--- config.mk ---
export PLATFORM = sky130hd
export DESIGN_NAME = phy_mgmt_regs
export DESIGN_NICKNAME = d
export VERILOG_FILES = /design/src/include/phy_mgmt_pkg.sv /design/src/hw/cable_diag_seq.sv /design/src/hw/phy_mgmt_regs.sv
export SDC_FILE = /design/constraint.sdc
export NUM_CORES = 1
export LEC_CHECK = 0
export BUFFER_PORTS_ARGS = -buffer_cell sky130_fd_sc_hd__buf_2
export CAP_MARGIN = 20
export CORE_MARGIN = 3
export CORE_UTILIZATION = 50
export CTS_BUF_LIST = sky130_fd_sc_hd__clkbuf_8
export CTS_CLUSTER_DIAMETER = 100
export DETAILED_ROUTE_END_ITERATION = 10
export HOLD_SLACK_MARGIN = 0.02
export PLACE_DENSITY_LB_ADDON = 0.1
export SYNTH_ARGS = -nofsm -noshare
export SYNTH_HDL_FRONTEND = slang
export SYNTH_SLANG_ARGS = --single-unit
--- constraint.sdc ---
create_clock -name mclk_in -period 3.58 [get_ports mclk_in]
set_input_delay 0.537 -clock mclk_in [delete_from_list [all_inputs] [get_ports mclk_in]]
set_output_delay 0.537 -clock mclk_in [all_outputs]
set_load 0.01 [all_outputs]
--- src/include/phy_mgmt_pkg.sv ---
// shared constants and types for the phy management register block
package phy_mgmt_pkg;
    // clock and timing
    localparam int unsigned CLK_PERIOD_NS    = 40;
    localparam int unsigned DIAG_TIMEOUT_NS  = 50_000_000;
    localparam int unsigned DIAG_TIMEOUT_CYC = DIAG_TIMEOUT_NS / CLK_PERIOD_NS;
    // register offsets
    localparam logic [4:0] REG_IRQ   = 5'h1b;
    localparam logic [4:0] REG_DIAG  = 5'h1d;
    localparam logic [4:0] REG_CTRL1 = 5'h1e;
    localparam logic [4:0] REG_CTRL2 = 5'h1f;
    // interrupt register layout
    localparam int unsigned NUM_EVT      = 8;
    localparam int unsigned IRQ_EN_LSB   = 8;
    localparam int unsigned IRQ_FLAG_LSB = 0;
    localparam int unsigned EVT_JABBER   = 7;
    localparam int unsigned EVT_RX_ERR   = 6;
    localparam int unsigned EVT_PAGE_RX  = 5;
    localparam int unsigned EVT_PD_FAULT = 4;
    localparam int unsigned EVT_LP_ACK   = 3;
    localparam int unsigned EVT_LINK_DN  = 2;
    localparam int unsigned EVT_REM_FLT  = 1;
    localparam int unsigned EVT_LINK_UP  = 0;
    localparam logic [7:0]  IRQ_EN_RST   = 8'h00;
    localparam logic [7:0]  IRQ_FLAG_RST = 8'h00;
    // cable diagnostic register layout
    localparam int unsigned DIAG_START_BIT = 15;
    localparam int unsigned DIAG_RES_LSB   = 13;
    localparam int unsigned DIAG_SHORT_BIT = 12;
    localparam int unsigned DIAG_RSVD_LSB  = 9;
    localparam int unsigned DIAG_DIST_LSB  = 0;
    localparam logic [2:0]  DIAG_RSVD_RST  = 3'h0;
    localparam logic [8:0]  DIAG_DIST_RST  = 9'h000;
    // control 1 and control 2 layout
    localparam int unsigned CTRL1_PAUSE_BIT = 9;
    localparam int unsigned CTRL1_LINK_BIT  = 8;
    localparam int unsigned CTRL1_POL_BIT   = 7;
    localparam int unsigned CTRL2_LEVEL_BIT = 9;
    localparam logic        IRQ_LEVEL_RST   = 1'b0;
    // serial management frame
    localparam int unsigned PRE_BITS  = 32;
    localparam int unsigned HDR_BITS  = 14;
    localparam int unsigned DATA_BITS = 16;
    localparam logic [1:0]  ST_CODE   = 2'h1;
    localparam logic [1:0]  OP_RD     = 2'h2;
    localparam logic [1:0]  OP_WR     = 2'h1;
    // diagnostic outcome codes
    typedef enum logic [1:0] {
        DIAG_NORMAL = 2'h0,
        DIAG_OPEN   = 2'h1,
        DIAG_SHORT  = 2'h2,
        DIAG_FAIL   = 2'h3
    } diag_code_type;
    localparam diag_code_type DIAG_RES_RST = DIAG_NORMAL;
    // one-cycle event strobes from the phy core
    typedef struct packed {
        logic jabber;
        logic rx_err;
        logic page_rx;
        logic pd_fault;
        logic lp_ack;
        logic remote_fault;
    } phy_events_type;
    // measurement returned by the cable test engine
    typedef struct packed {
        logic          done;
        diag_code_type code;
        logic          short_cable;
        logic [8:0]    distance;
    } diag_meas_type;
    // diagnostic status as seen by software
    typedef struct packed {
        logic          busy;
        diag_code_type code;
        logic          short_cable;
        logic [8:0]    distance;
    } diag_status_type;
endpackage

--- src/hw/cable_diag_seq.sv ---
// cable diagnostic test sequencer with result holding and timeout
`timescale 1ns/1ps
`default_nettype none
module cable_diag_seq
#(
    parameter int unsigned TIMEOUT_CYC = phy_mgmt_pkg::DIAG_TIMEOUT_CYC
)
(
    input  wire logic                          mclk_in,
    input  wire logic                          nrst_in,
    input  wire logic                          start_in,
    input  wire phy_mgmt_pkg::diag_meas_type   meas_in,
    output var  logic                          run_out,
    output var  phy_mgmt_pkg::diag_status_type status_out
);
    import phy_mgmt_pkg::*;

    localparam int unsigned TW = $clog2(TIMEOUT_CYC + 1);
    localparam logic [TW-1:0] LAST = TW'(TIMEOUT_CYC - 1);

    logic [TW-1:0] timer; // cycles spent in the current test

    // busy flag and result capture
    always_ff @(posedge mclk_in or negedge nrst_in)
    begin
        if (!nrst_in)
        begin
            status_out.busy        <= 1'b0;
            status_out.code        <= DIAG_RES_RST;
            status_out.short_cable <= 1'b0;
            status_out.distance    <= DIAG_DIST_RST;
        end
        else if (!status_out.busy)
        begin
            // a start while running is ignored
            if (start_in)
                status_out.busy <= 1'b1;
        end
        else if (meas_in.done)
        begin
            // results settle together with busy falling
            status_out.busy        <= 1'b0;
            status_out.code        <= meas_in.code;
            status_out.short_cable <= meas_in.short_cable;
            status_out.distance    <= meas_in.distance;
        end
        else if (timer == LAST)
        begin
            // engine never answered: report failure
            status_out.busy        <= 1'b0;
            status_out.code        <= DIAG_FAIL;
            status_out.short_cable <= 1'b0;
            status_out.distance    <= DIAG_DIST_RST;
        end
    end

    // timeout counter, cleared whenever idle
    always_ff @(posedge mclk_in or negedge nrst_in)
    begin
        if (!nrst_in)
            timer <= '0;
        else if (status_out.busy)
            timer <= timer + TW'(1);
        else
            timer <= '0;
    end

    // request level to the analog test engine
    assign run_out = status_out.busy;
endmodule
`default_nettype wire

--- src/hw/phy_mgmt_regs.sv ---
// serial-managed interrupt, cable diagnostic and status registers
//
// Contract
// - bit 8 enables link-up interrupt, resets 0
// - bit 7 flags jabber, clears on read
// - bit 6 flags receive error, clears on read
// - bit 5 flags page received, clears on read
// - bit 4 flags parallel detect fault
// - bit 3 flags link partner acknowledge
// - bit 2 flags link going down
// - bit 1 flags remote fault
// - bit 0 flags link going up
// - writing start bit runs test, self-clears
// - results valid whenever start bit reads zero
// - result code: normal, open, short, failed
// - bit 12 marks cable under ten metres
// - bit 9 of control 1 shows pause capability
// - bit 7 of control 1 shows reversed polarity
// - event flags clear themselves when read
// - each flag has enable in upper byte
// - level bit selects interrupt pin polarity
`timescale 1ns/1ps
`default_nettype none
module phy_mgmt_regs
#(
    parameter logic [4:0]  PHY_ADDR    = 5'h00,
    parameter int unsigned TIMEOUT_CYC = phy_mgmt_pkg::DIAG_TIMEOUT_CYC
)
(
    input  wire logic                        mclk_in,
    input  wire logic                        nrst_in,
    input  wire logic                        mdc_in,
    input  wire logic                        mdio_in,
    output var  logic                        mdio_out,
    output var  logic                        mdio_oe_n_out,
    input  wire phy_mgmt_pkg::phy_events_type events_in,
    input  wire logic                        link_up_in,
    input  wire logic                        pause_capable_in,
    input  wire logic                        pol_reversed_in,
    input  wire phy_mgmt_pkg::diag_meas_type diag_meas_in,
    output var  logic                        diag_run_out,
    output var  logic                        irq_out
);
    import phy_mgmt_pkg::*;

    // frame states, gray along the path
    typedef enum logic [2:0] {
        M_IDLE = 3'h0,
        M_HDR  = 3'h1,
        M_TA1  = 3'h3,
        M_TA2  = 3'h2,
        M_DATA = 3'h6
    } mdio_state_type;

    mdio_state_type  state;      // frame position
    logic            mdc_s1;     // clock pin sync stage 1
    logic            mdc_s2;     // clock pin sync stage 2
    logic            mdc_s3;     // delayed copy for edge find
    logic            mdio_s1;    // data pin sync stage 1
    logic            mdio_s2;    // data pin sync stage 2
    logic            rise;       // rising edge of management clock
    logic [5:0]      pre_cnt;    // consecutive preamble ones
    logic [4:0]      bit_cnt;    // header bits taken, data bits left
    logic [13:0]     hdr;        // start, opcode, addresses
    logic [13:0]     next_hdr;   // header with current bit
    logic            is_read;    // frame is a read
    logic [4:0]      reg_addr;   // addressed register
    logic [15:0]     rd_data;    // word being shifted out
    logic [15:0]     wr_data;    // word being shifted in
    logic [15:0]     next_wr;    // write word with current bit
    logic            hdr_done;   // last header bit sampled
    logic            hdr_ok;     // header addresses this device
    logic            rd_take;    // read word captured now
    logic            wr_commit;  // write word complete now
    logic [7:0]      irq_en;     // interrupt enables
    logic [7:0]      flags;      // sticky event flags
    logic [7:0]      evt;        // event strobes this cycle
    logic [7:0]      clr_mask;   // flags cleared by a read
    logic            link_q;     // link level last cycle
    logic            irq_level;  // interrupt pin polarity
    logic [2:0]      diag_rsvd;  // spare read-write bits
    logic            diag_start; // start request to sequencer
    diag_status_type diag_st;    // sequencer status

    // read value of one register
    function automatic logic [15:0] read_word(input logic [4:0] a);
        logic [15:0] w;
        w = 16'h0000;
        unique case (a)
            REG_IRQ:
            begin
                w[IRQ_EN_LSB +: NUM_EVT]   = irq_en;
                w[IRQ_FLAG_LSB +: NUM_EVT] = flags;
            end
            REG_DIAG:
            begin
                w[DIAG_START_BIT]      = diag_st.busy;
                w[DIAG_RES_LSB +: 2]   = diag_st.code;
                w[DIAG_SHORT_BIT]      = diag_st.short_cable;
                w[DIAG_RSVD_LSB +: 3]  = diag_rsvd;
                w[DIAG_DIST_LSB +: 9]  = diag_st.distance;
            end
            REG_CTRL1:
            begin
                w[CTRL1_PAUSE_BIT] = pause_capable_in;
                w[CTRL1_LINK_BIT]  = link_up_in;
                w[CTRL1_POL_BIT]   = pol_reversed_in;
            end
            REG_CTRL2:
                w[CTRL2_LEVEL_BIT] = irq_level;
            default:
                w = 16'h0000; // unmapped reads as zero
        endcase
        return w;
    endfunction

    // true when the register is the addressed one
    function automatic logic hit(input logic [4:0] a, input logic [4:0] r);
        return a == r;
    endfunction

    // two-stage synchronisers for both pins
    always_ff @(posedge mclk_in or negedge nrst_in)
    begin
        if (!nrst_in)
        begin
            mdc_s1  <= 1'b0;
            mdc_s2  <= 1'b0;
            mdc_s3  <= 1'b0;
            mdio_s1 <= 1'b1;
            mdio_s2 <= 1'b1;
        end
        else
        begin
            mdc_s1  <= mdc_in;
            mdc_s2  <= mdc_s1;
            mdc_s3  <= mdc_s2;
            mdio_s1 <= mdio_in;
            mdio_s2 <= mdio_s1;
        end
    end

    // frame decode terms
    assign rise      = mdc_s2 & ~mdc_s3;
    assign next_hdr  = {hdr[12:0], mdio_s2};
    assign next_wr   = {wr_data[14:0], mdio_s2};
    assign hdr_done  = (state == M_HDR) && rise && (bit_cnt == 5'(HDR_BITS - 1));
    assign hdr_ok    = (next_hdr[13:12] == ST_CODE)
                     && ((next_hdr[11:10] == OP_RD) || (next_hdr[11:10] == OP_WR))
                     && (next_hdr[9:5] == PHY_ADDR);
    assign rd_take   = hdr_done && hdr_ok && (next_hdr[11:10] == OP_RD);
    assign wr_commit = (state == M_DATA) && rise && !is_read && (bit_cnt == 5'h00);

    // preamble counter, saturating on ones
    always_ff @(posedge mclk_in or negedge nrst_in)
    begin
        if (!nrst_in)
            pre_cnt <= 6'h00;
        else if (state != M_IDLE)
            pre_cnt <= 6'h00; // restart after each frame
        else if (rise)
        begin
            if (!mdio_s2)
                pre_cnt <= 6'h00;
            else if (pre_cnt != 6'(PRE_BITS))
                pre_cnt <= pre_cnt + 6'h01;
        end
    end

    // frame state machine and bit counter
    always_ff @(posedge mclk_in or negedge nrst_in)
    begin
        if (!nrst_in)
        begin
            state   <= M_IDLE;
            bit_cnt <= 5'h00;
            hdr     <= 14'h0000;
            is_read <= 1'b0;
        end
        else if (rise)
        begin
            unique case (state)
                M_IDLE:
                begin
                    // first zero after full preamble starts a frame
                    if (!mdio_s2 && pre_cnt == 6'(PRE_BITS))
                    begin
                        state   <= M_HDR;
                        bit_cnt <= 5'h01;
                        hdr     <= next_hdr;
                    end
                end
                M_HDR:
                begin
                    hdr <= next_hdr;
                    if (hdr_done)
                    begin
                        // foreign or malformed frames are dropped
                        state   <= hdr_ok ? M_TA1 : M_IDLE;
                        is_read <= next_hdr[11:10] == OP_RD;
                    end
                    else
                        bit_cnt <= bit_cnt + 5'h01;
                end
                M_TA1:
                    state <= M_TA2;
                M_TA2:
                begin
                    state   <= M_DATA;
                    bit_cnt <= 5'(DATA_BITS - 1);
                end
                M_DATA:
                begin
                    if (bit_cnt == 5'h00)
                        state <= M_IDLE;
                    else
                        bit_cnt <= bit_cnt - 5'h01;
                end
                default:
                    state <= M_IDLE;
            endcase
        end
    end

    // captured address and write shift register
    always_ff @(posedge mclk_in or negedge nrst_in)
    begin
        if (!nrst_in)
        begin
            reg_addr <= 5'h00;
            wr_data  <= 16'h0000;
        end
        else
        begin
            if (hdr_done)
                reg_addr <= next_hdr[4:0];
            if (rise && state == M_DATA && !is_read)
                wr_data <= next_wr;
        end
    end

    // read word snapshot and pin drive
    always_ff @(posedge mclk_in or negedge nrst_in)
    begin
        if (!nrst_in)
        begin
            rd_data       <= 16'h0000;
            mdio_out      <= 1'b1;
            mdio_oe_n_out <= 1'b1;
        end
        else if (rd_take)
            rd_data <= read_word(next_hdr[4:0]);
        else if (rise && is_read)
        begin
            unique case (state)
                M_TA1:
                begin
                    // second turnaround bit is driven low
                    mdio_out      <= 1'b0;
                    mdio_oe_n_out <= 1'b0;
                end
                M_TA2:
                    mdio_out <= rd_data[DATA_BITS-1];
                M_DATA:
                begin
                    if (bit_cnt == 5'h00)
                    begin
                        mdio_out      <= 1'b1;
                        mdio_oe_n_out <= 1'b1; // release after last bit
                    end
                    else
                        mdio_out <= rd_data[4'(bit_cnt[3:0] - 4'h1)];
                end
                default:
                begin
                    mdio_out      <= 1'b1;
                    mdio_oe_n_out <= 1'b1;
                end
            endcase
        end
    end

    // link transition detector
    always_ff @(posedge mclk_in or negedge nrst_in)
    begin
        if (!nrst_in)
            link_q <= 1'b0;
        else
            link_q <= link_up_in;
    end

    // event vector in flag bit order
    always_comb
    begin
        evt               = 8'h00;
        evt[EVT_JABBER]   = events_in.jabber;
        evt[EVT_RX_ERR]   = events_in.rx_err;
        evt[EVT_PAGE_RX]  = events_in.page_rx;
        evt[EVT_PD_FAULT] = events_in.pd_fault;
        evt[EVT_LP_ACK]   = events_in.lp_ack;
        evt[EVT_LINK_DN]  = link_q & ~link_up_in;
        evt[EVT_REM_FLT]  = events_in.remote_fault;
        evt[EVT_LINK_UP]  = ~link_q & link_up_in;
    end

    // reading the interrupt register clears all flags
    assign clr_mask = (rd_take && hit(next_hdr[4:0], REG_IRQ)) ? 8'hff : 8'h00;

    // sticky flags, a new event beats the clear
    always_ff @(posedge mclk_in or negedge nrst_in)
    begin
        if (!nrst_in)
            flags <= IRQ_FLAG_RST;
        else
            flags <= (flags & ~clr_mask) | evt;
    end

    // software-written control fields
    always_ff @(posedge mclk_in or negedge nrst_in)
    begin
        if (!nrst_in)
        begin
            irq_en    <= IRQ_EN_RST;
            irq_level <= IRQ_LEVEL_RST;
            diag_rsvd <= DIAG_RSVD_RST;
        end
        else if (wr_commit)
        begin
            if (hit(reg_addr, REG_IRQ))
                irq_en <= next_wr[IRQ_EN_LSB +: NUM_EVT];
            if (hit(reg_addr, REG_DIAG))
                diag_rsvd <= next_wr[DIAG_RSVD_LSB +: 3];
            if (hit(reg_addr, REG_CTRL2))
                irq_level <= next_wr[CTRL2_LEVEL_BIT];
        end
    end

    // a one in the start bit launches the test
    assign diag_start = wr_commit && hit(reg_addr, REG_DIAG)
                     && next_wr[DIAG_START_BIT];

    // test sequencer
    cable_diag_seq #(
        .TIMEOUT_CYC (TIMEOUT_CYC)
    ) u_diag (
        .mclk_in    (mclk_in),
        .nrst_in    (nrst_in),
        .start_in   (diag_start),
        .meas_in    (diag_meas_in),
        .run_out    (diag_run_out),
        .status_out (diag_st)
    );

    // interrupt pin with selectable polarity
    always_ff @(posedge mclk_in or negedge nrst_in)
    begin
        if (!nrst_in)
            irq_out <= ~IRQ_LEVEL_RST;
        else if (|(flags & irq_en))
            irq_out <= irq_level;
        else
            irq_out <= ~irq_level;
    end
endmodule
`default_nettype wire

-- Word level (Yosys, flattened, before mapping)
Index checks and enable logic that the tools add are counted.
- flip-flop bits (word level): 127
- logic and storage cells: 138
- $add $sub $neg: 5
- order comparisons: 1
- equality and inequality tests: 24
- muxes and demuxes: 32
- bitwise gates (word level): 13
- reductions and logical operators: 37
- operators with widths (kind ; count):
    $mux W13 ; 3
    $eq A5 B5 Y1 const B ; 7
    $pmux W13 S2 ; 1
    $mux W6 ; 4
    $add A21 B1 Y21 const B ; 1
    $eq A21 B21 Y1 const B ; 1
    $mux W21 ; 1
    $pmux W5 S4 ; 1
    $and A8 B8 Y8 ; 2
    $mux W5 ; 3
    $pmux W3 S5 ; 1
    $logic_and A1 B1 Y1 ; 14
    $pmux W7 S2 ; 1
    $pmux W6 S2 ; 1
    $reduce_and A2 Y1 ; 6
    $logic_not A5 Y1 ; 2
    $mux W3 ; 3
    $mux W8 ; 1
    $ne A2 B2 Y1 const B ; 4
    $not A8 Y8 ; 1
    $or A8 B8 Y8 ; 1
    $reduce_and A4 Y1 ; 2
    $reduce_or A8 Y1 ; 1
    $add A6 B1 Y6 const B ; 1
    30 further kinds ; 49

-- Longest topological paths before layout
- depth after elaboration: 11
- depth in mapped cells: 11
- depth with buffers taken out: 7

-- Modules after synthesis
A second synthesis with hierarchy kept.
- cells, all modules: 497
- area, all modules: 5879.4 µm²
- modules (own cells, without submodules) (module ; instances ; cells an instance ; area an instance (µm²)):
    phy_mgmt_regs ; 1 ; 357 ; 4370.4
    cable_diag_seq ; 1 ; 140 ; 1508.9

-- Worst setup path after synthesis
No wires, ideal clock.
- kind: register to register
- start: register bit_cnt[0]
- end: register irq_en[1]
- library setup time: 0.125 ns
- arrival time: 2.208 ns
- data required time: 3.455 ns
- path slack: 1.247 ns
- cell stages (with the launch flop): 10
- path buffers: 2
- period minus slack after synthesis: 2.333 ns
- cell sequence: dfrtp_1 clkbuf_1 inv_1 ha_1 nor4b_2 nand4_1 nor2_1 and3_1 buf_2 mux2_2
- word-level cells in the longest chain between the ends: 3
- ends and longest elaborated chain (element ; line ; RTL):
    start: declaration ; phy_mgmt_regs.sv:63 ; logic [4:0] bit_cnt;
    start signal: assignment ; phy_mgmt_regs.sv:203 ; bit_cnt <= bit_cnt + 5'h01;
    start signal: assignment ; phy_mgmt_regs.sv:210 ; bit_cnt <= 5'(DATA_BITS - 1);
    start signal: assignment ; phy_mgmt_regs.sv:217 ; bit_cnt <= bit_cnt - 5'h01;
    $logic_not A5 Y1 ; phy_mgmt_regs.sv:152 ; assign wr_commit = (state == M_DATA) && rise && !is_read && (bit_cnt == 5'h00);
    $logic_and A1 B1 Y1 ; phy_mgmt_regs.sv:152 ;
    $reduce_and A2 Y1 (no source line) ; n/a ;
    end signal: assignment ; phy_mgmt_regs.sv:330 ; irq_en <= next_wr[IRQ_EN_LSB +: NUM_EVT];
    end: declaration ; phy_mgmt_regs.sv:75 ; logic [7:0] irq_en;
No other way between the ends.
A chain may end at the register's enable or synchronous reset.

-- Final worst setup path
- start: register state[2]
- end: register irq_en[1]
- word-level cells in the longest chain between the ends: 5
- ends and longest elaborated chain (element ; line ; RTL):
    start: declaration ; phy_mgmt_regs.sv:55 ; mdio_state_type state;
    start signal: assignment ; phy_mgmt_regs.sv:199 ; state <= hdr_ok ? M_TA1 : M_IDLE;
    $eq A3 B3 Y1 ; phy_mgmt_regs.sv:152 ;
    $logic_and A1 B1 Y1 (3 in a row) ; phy_mgmt_regs.sv:152 ;
    $reduce_and A2 Y1 (no source line) ; n/a ;
No other way between the ends.

==> flow_metrics.env <==
export IMPL_criticalPathCategory="reg -> reg"
export IMPL_worstPathCellList="nand3b_1 -> or3_1 -> nor2_1 -> and3_1 -> mux2_2"
export IMPL_fin_skew_ps=12.1
export IMPL_htreeDepth=4
export IMPL_outcome="complete, no violations"
export IMPL_die_height_um=115
export IMPL_grt_total_usage=0.193
export IMPL_synth_simple_area_share=0.151
export IMPL_ctsResizeCount=0
export IMPL_start_kind="flop"
export IMPL_antenna_cells=0
export IMPL_syn_avg_cell_area_sq_um=11.6
export IMPL_num_vias=3972
export IMPL_p_leak_nw=3.04
export IMPL_r2r_cells=5
export IMPL_critPathRequiredTime_ps=3900
export IMPL_muxShareOfSynthArea=0.105
export IMPL_cts_root_buf="clkbuf_8"
export IMPL_async_reset_ff_frac=1.00
export IMPL_yosysSeqAreaShare=0.534
export IMPL_grt_setup_unrepaired="no"
export IMPL_tightest_slew_ps=1020
export IMPL_cts_tree="built"
export IMPL_wl_um=11700
export IMPL_cts_setup_buffers=0
export IMPL_clock_sinks=127
export IMPL_synth_top_family_by_area="simple AND/OR/NAND/NOR gates"
export IMPL_min_period_over_period=0.774
export IMPL_crit_cells=5
export IMPL_synth_distinct_cells=61
export IMPL_fin_crit_ps=2770
export IMPL_maxCapViolCount=0
export IMPL_start_util=0.518
export IMPL_drive_above_1_share=0.247
export IMPL_worstSetupEndpointType="flop"
export IMPL_grt_overflow_total=0
export IMPL_area_growth_pct=11.6
export IMPL_detail_route_antenna_nets=0
export IMPL_yosys_area_top_type_share=0.512
export IMPL_clkLatencyLatePin_ps=440
export IMPL_synthXorXnorAreaFrac=0.0220
export IMPL_die_area_sq_mm=0.0133
export IMPL_yosysTopAreaCell="dfrtp_1"
export IMPL_dr_pass1_iters=5
export IMPL_fin_util=0.578
export IMPL_wl_per_cell_um=16.8
export IMPL_r2r_end="irq_en[1]"
export IMPL_cts_buffers=17
export IMPL_critPathLaunch="state[2]"
export IMPL_regArea_sq_mm=0.00318
export IMPL_portBuffers=29
export IMPL_synth_fa_ha_area_frac=0.0168
export IMPL_hold_viol=0
export IMPL_peakVddDrop_v=0.000235
export IMPL_fin_nets=575
export IMPL_synth_nets=546
export IMPL_place_congestion=0.819
export IMPL_hpwl_um=8130
export IMPL_die_w_um=115
export IMPL_ioPinCount=30
export IMPL_drt_initial_drc_count=408
export IMPL_viasPerCell=5.70
export IMPL_synthTopCellsByCount="dfrtp_1, mux2_2, nand2_1"
export IMPL_power_w=0.00315
export IMPL_synthTopCellsByArea="dfrtp_1, mux2_2, nand2_1"
export IMPL_multi_input_area_sq_mm=0.00258
export IMPL_num_fill_cells=968
export IMPL_power_density_mw_per_mm2=474
export IMPL_setup_viol=0
export IMPL_clk_pin_slew_ps=70
export IMPL_rows=39
export IMPL_cp_endpoint="irq_en[1]"
export IMPL_finalSetupTns_ps=0
export IMPL_final_max_slew_viol_count=0
export IMPL_grt_start_max_net_pins=75
export IMPL_timing_fmax_mhz=361
export IMPL_ctsHoldBuffers=0
export IMPL_r2r_start="state[2]"
export IMPL_crit_arrival_ps=3100
export IMPL_synth_ff_latch_count=127
export IMPL_syn_instance_count=512
export IMPL_synth_flop_cell="dfrtp_1"
export IMPL_max_stage_delay_ps=740
export IMPL_antenna_found_initial=0
export IMPL_cp_num_buf_inv=0
export IMPL_critPathTopFamily="simple AND/OR/NAND/NOR gates"
export IMPL_drc=0
export IMPL_path_max_fanout=18
export IMPL_grt_pass1_wl_um=19900
export IMPL_slew_headroom=0.316
export IMPL_synth_compound_area_share=0.139
export IMPL_cpMaxStageDelayCell="or3_1"
export IMPL_yosysMostFrequentCell="dfrtp_1"
export IMPL_core_sq_mm=0.0115
export IMPL_synth_area_sq_mm=0.00596
export IMPL_ys_warn_count=0
export IMPL_reg2reg_slack_ps=810
export IMPL_synth_edff_count=0
export IMPL_worstHoldPathType="in -> reg"
export IMPL_cts_max_path_buffers=2
export IMPL_grt_pass1_vias=3973
==> layer usage <==
metal  up-vias  routed length (um)  track usage
li1       1933                   -            -
met1      1966                5760        0.269
met2        54                5320        0.283
met3        19                 356       0.0479
met4         0                 269       0.0915
met5         -                   0            0
==> cell families after synthesis <==
kind of cell	Yosys count
buffers and inverters	38
xor gates and xnor gates	15
muxes	52
and+or+nand+nor	160
AOI/OAI and AO/OA	112
DFF	127
adders and majority gates	8
==> registers in the layout, indices dropped and copies added, names as in the netlist, 3 cells and up <==
register and cells:
bit_cnt 5, pre_cnt 6, u_diag.timer 21, u_diag.status_out 12, hdr 13, rd_data 16, wr_data 15, diag_rsvd 3
irq_en 8, reg_addr 5, flags 8, state 3
==> worst min path at each step <==
stage            start    endpoint  slack (ps)  cells past startpoint
2_1_floorplan  nrst_in  bit_cnt[0]         240                      0
3_3_place_gp    mdc_s1      mdc_s2         340                      0
3_5_place_dp    mdc_s1      mdc_s2         340                      0
4_1_cts        mdio_in     mdio_s1         160                      1
5_1_grt        mdio_in     mdio_s1         160                      1
6_report       mdio_in     mdio_s1         190                      1
==> cell type report <==
cell class / instances / share of cell area
clock inverters: 14 / 0.0320
clock buffers: 18 / 0.0372
multi-input cells: 347 / 0.388
repair buffers: 34 / 0.0297
flip-flops and latches: 127 / 0.479
well taps: 143 / 0.0269
inverters: 14 / 0.00790
==> metrics by stage <==
step                hold WS (ps)  cell area [sq um]  setup WS, ps  std cells
floorplan                    241               5960          1250        512
global placement             338               6180           923        664
detailed placement           337               6180           828        664
CTS                          161               6650           799        696
global route                 158               6650           561        697
finish                       191               6650           808        697
==> layout by cell type (no fill, tap or decap), types with 9 or more instances in the layout <==
cell / count
dfrtp_1: 122
or3_1: 10
nor2_1: 16
nor3_1: 14
and2_1: 15
inv_1: 14
a21oi_1: 12
buf_2: 28
clkbuf_8: 18
a22o_1: 14
nand2_1: 39
nand3_1: 14
and3_1: 9
o21ai_0: 17
o21ai_2: 14
mux2_2: 40
a22oi_1: 19
==> power by group <==
| part | total (W) | internal, W | switching [W] |
|---|---|---|---|
| clock network | 0.00142 | 0.000848 | 0.000575 |
| logic | 0.000156 | 0.0000758 | 0.0000807 |
| registers | 0.00157 | 0.00150 | 0.0000692 |
| total | 0.00315 | 0.00243 | 0.000725 |
Note: power is estimated with default switching activity, not from simulation.
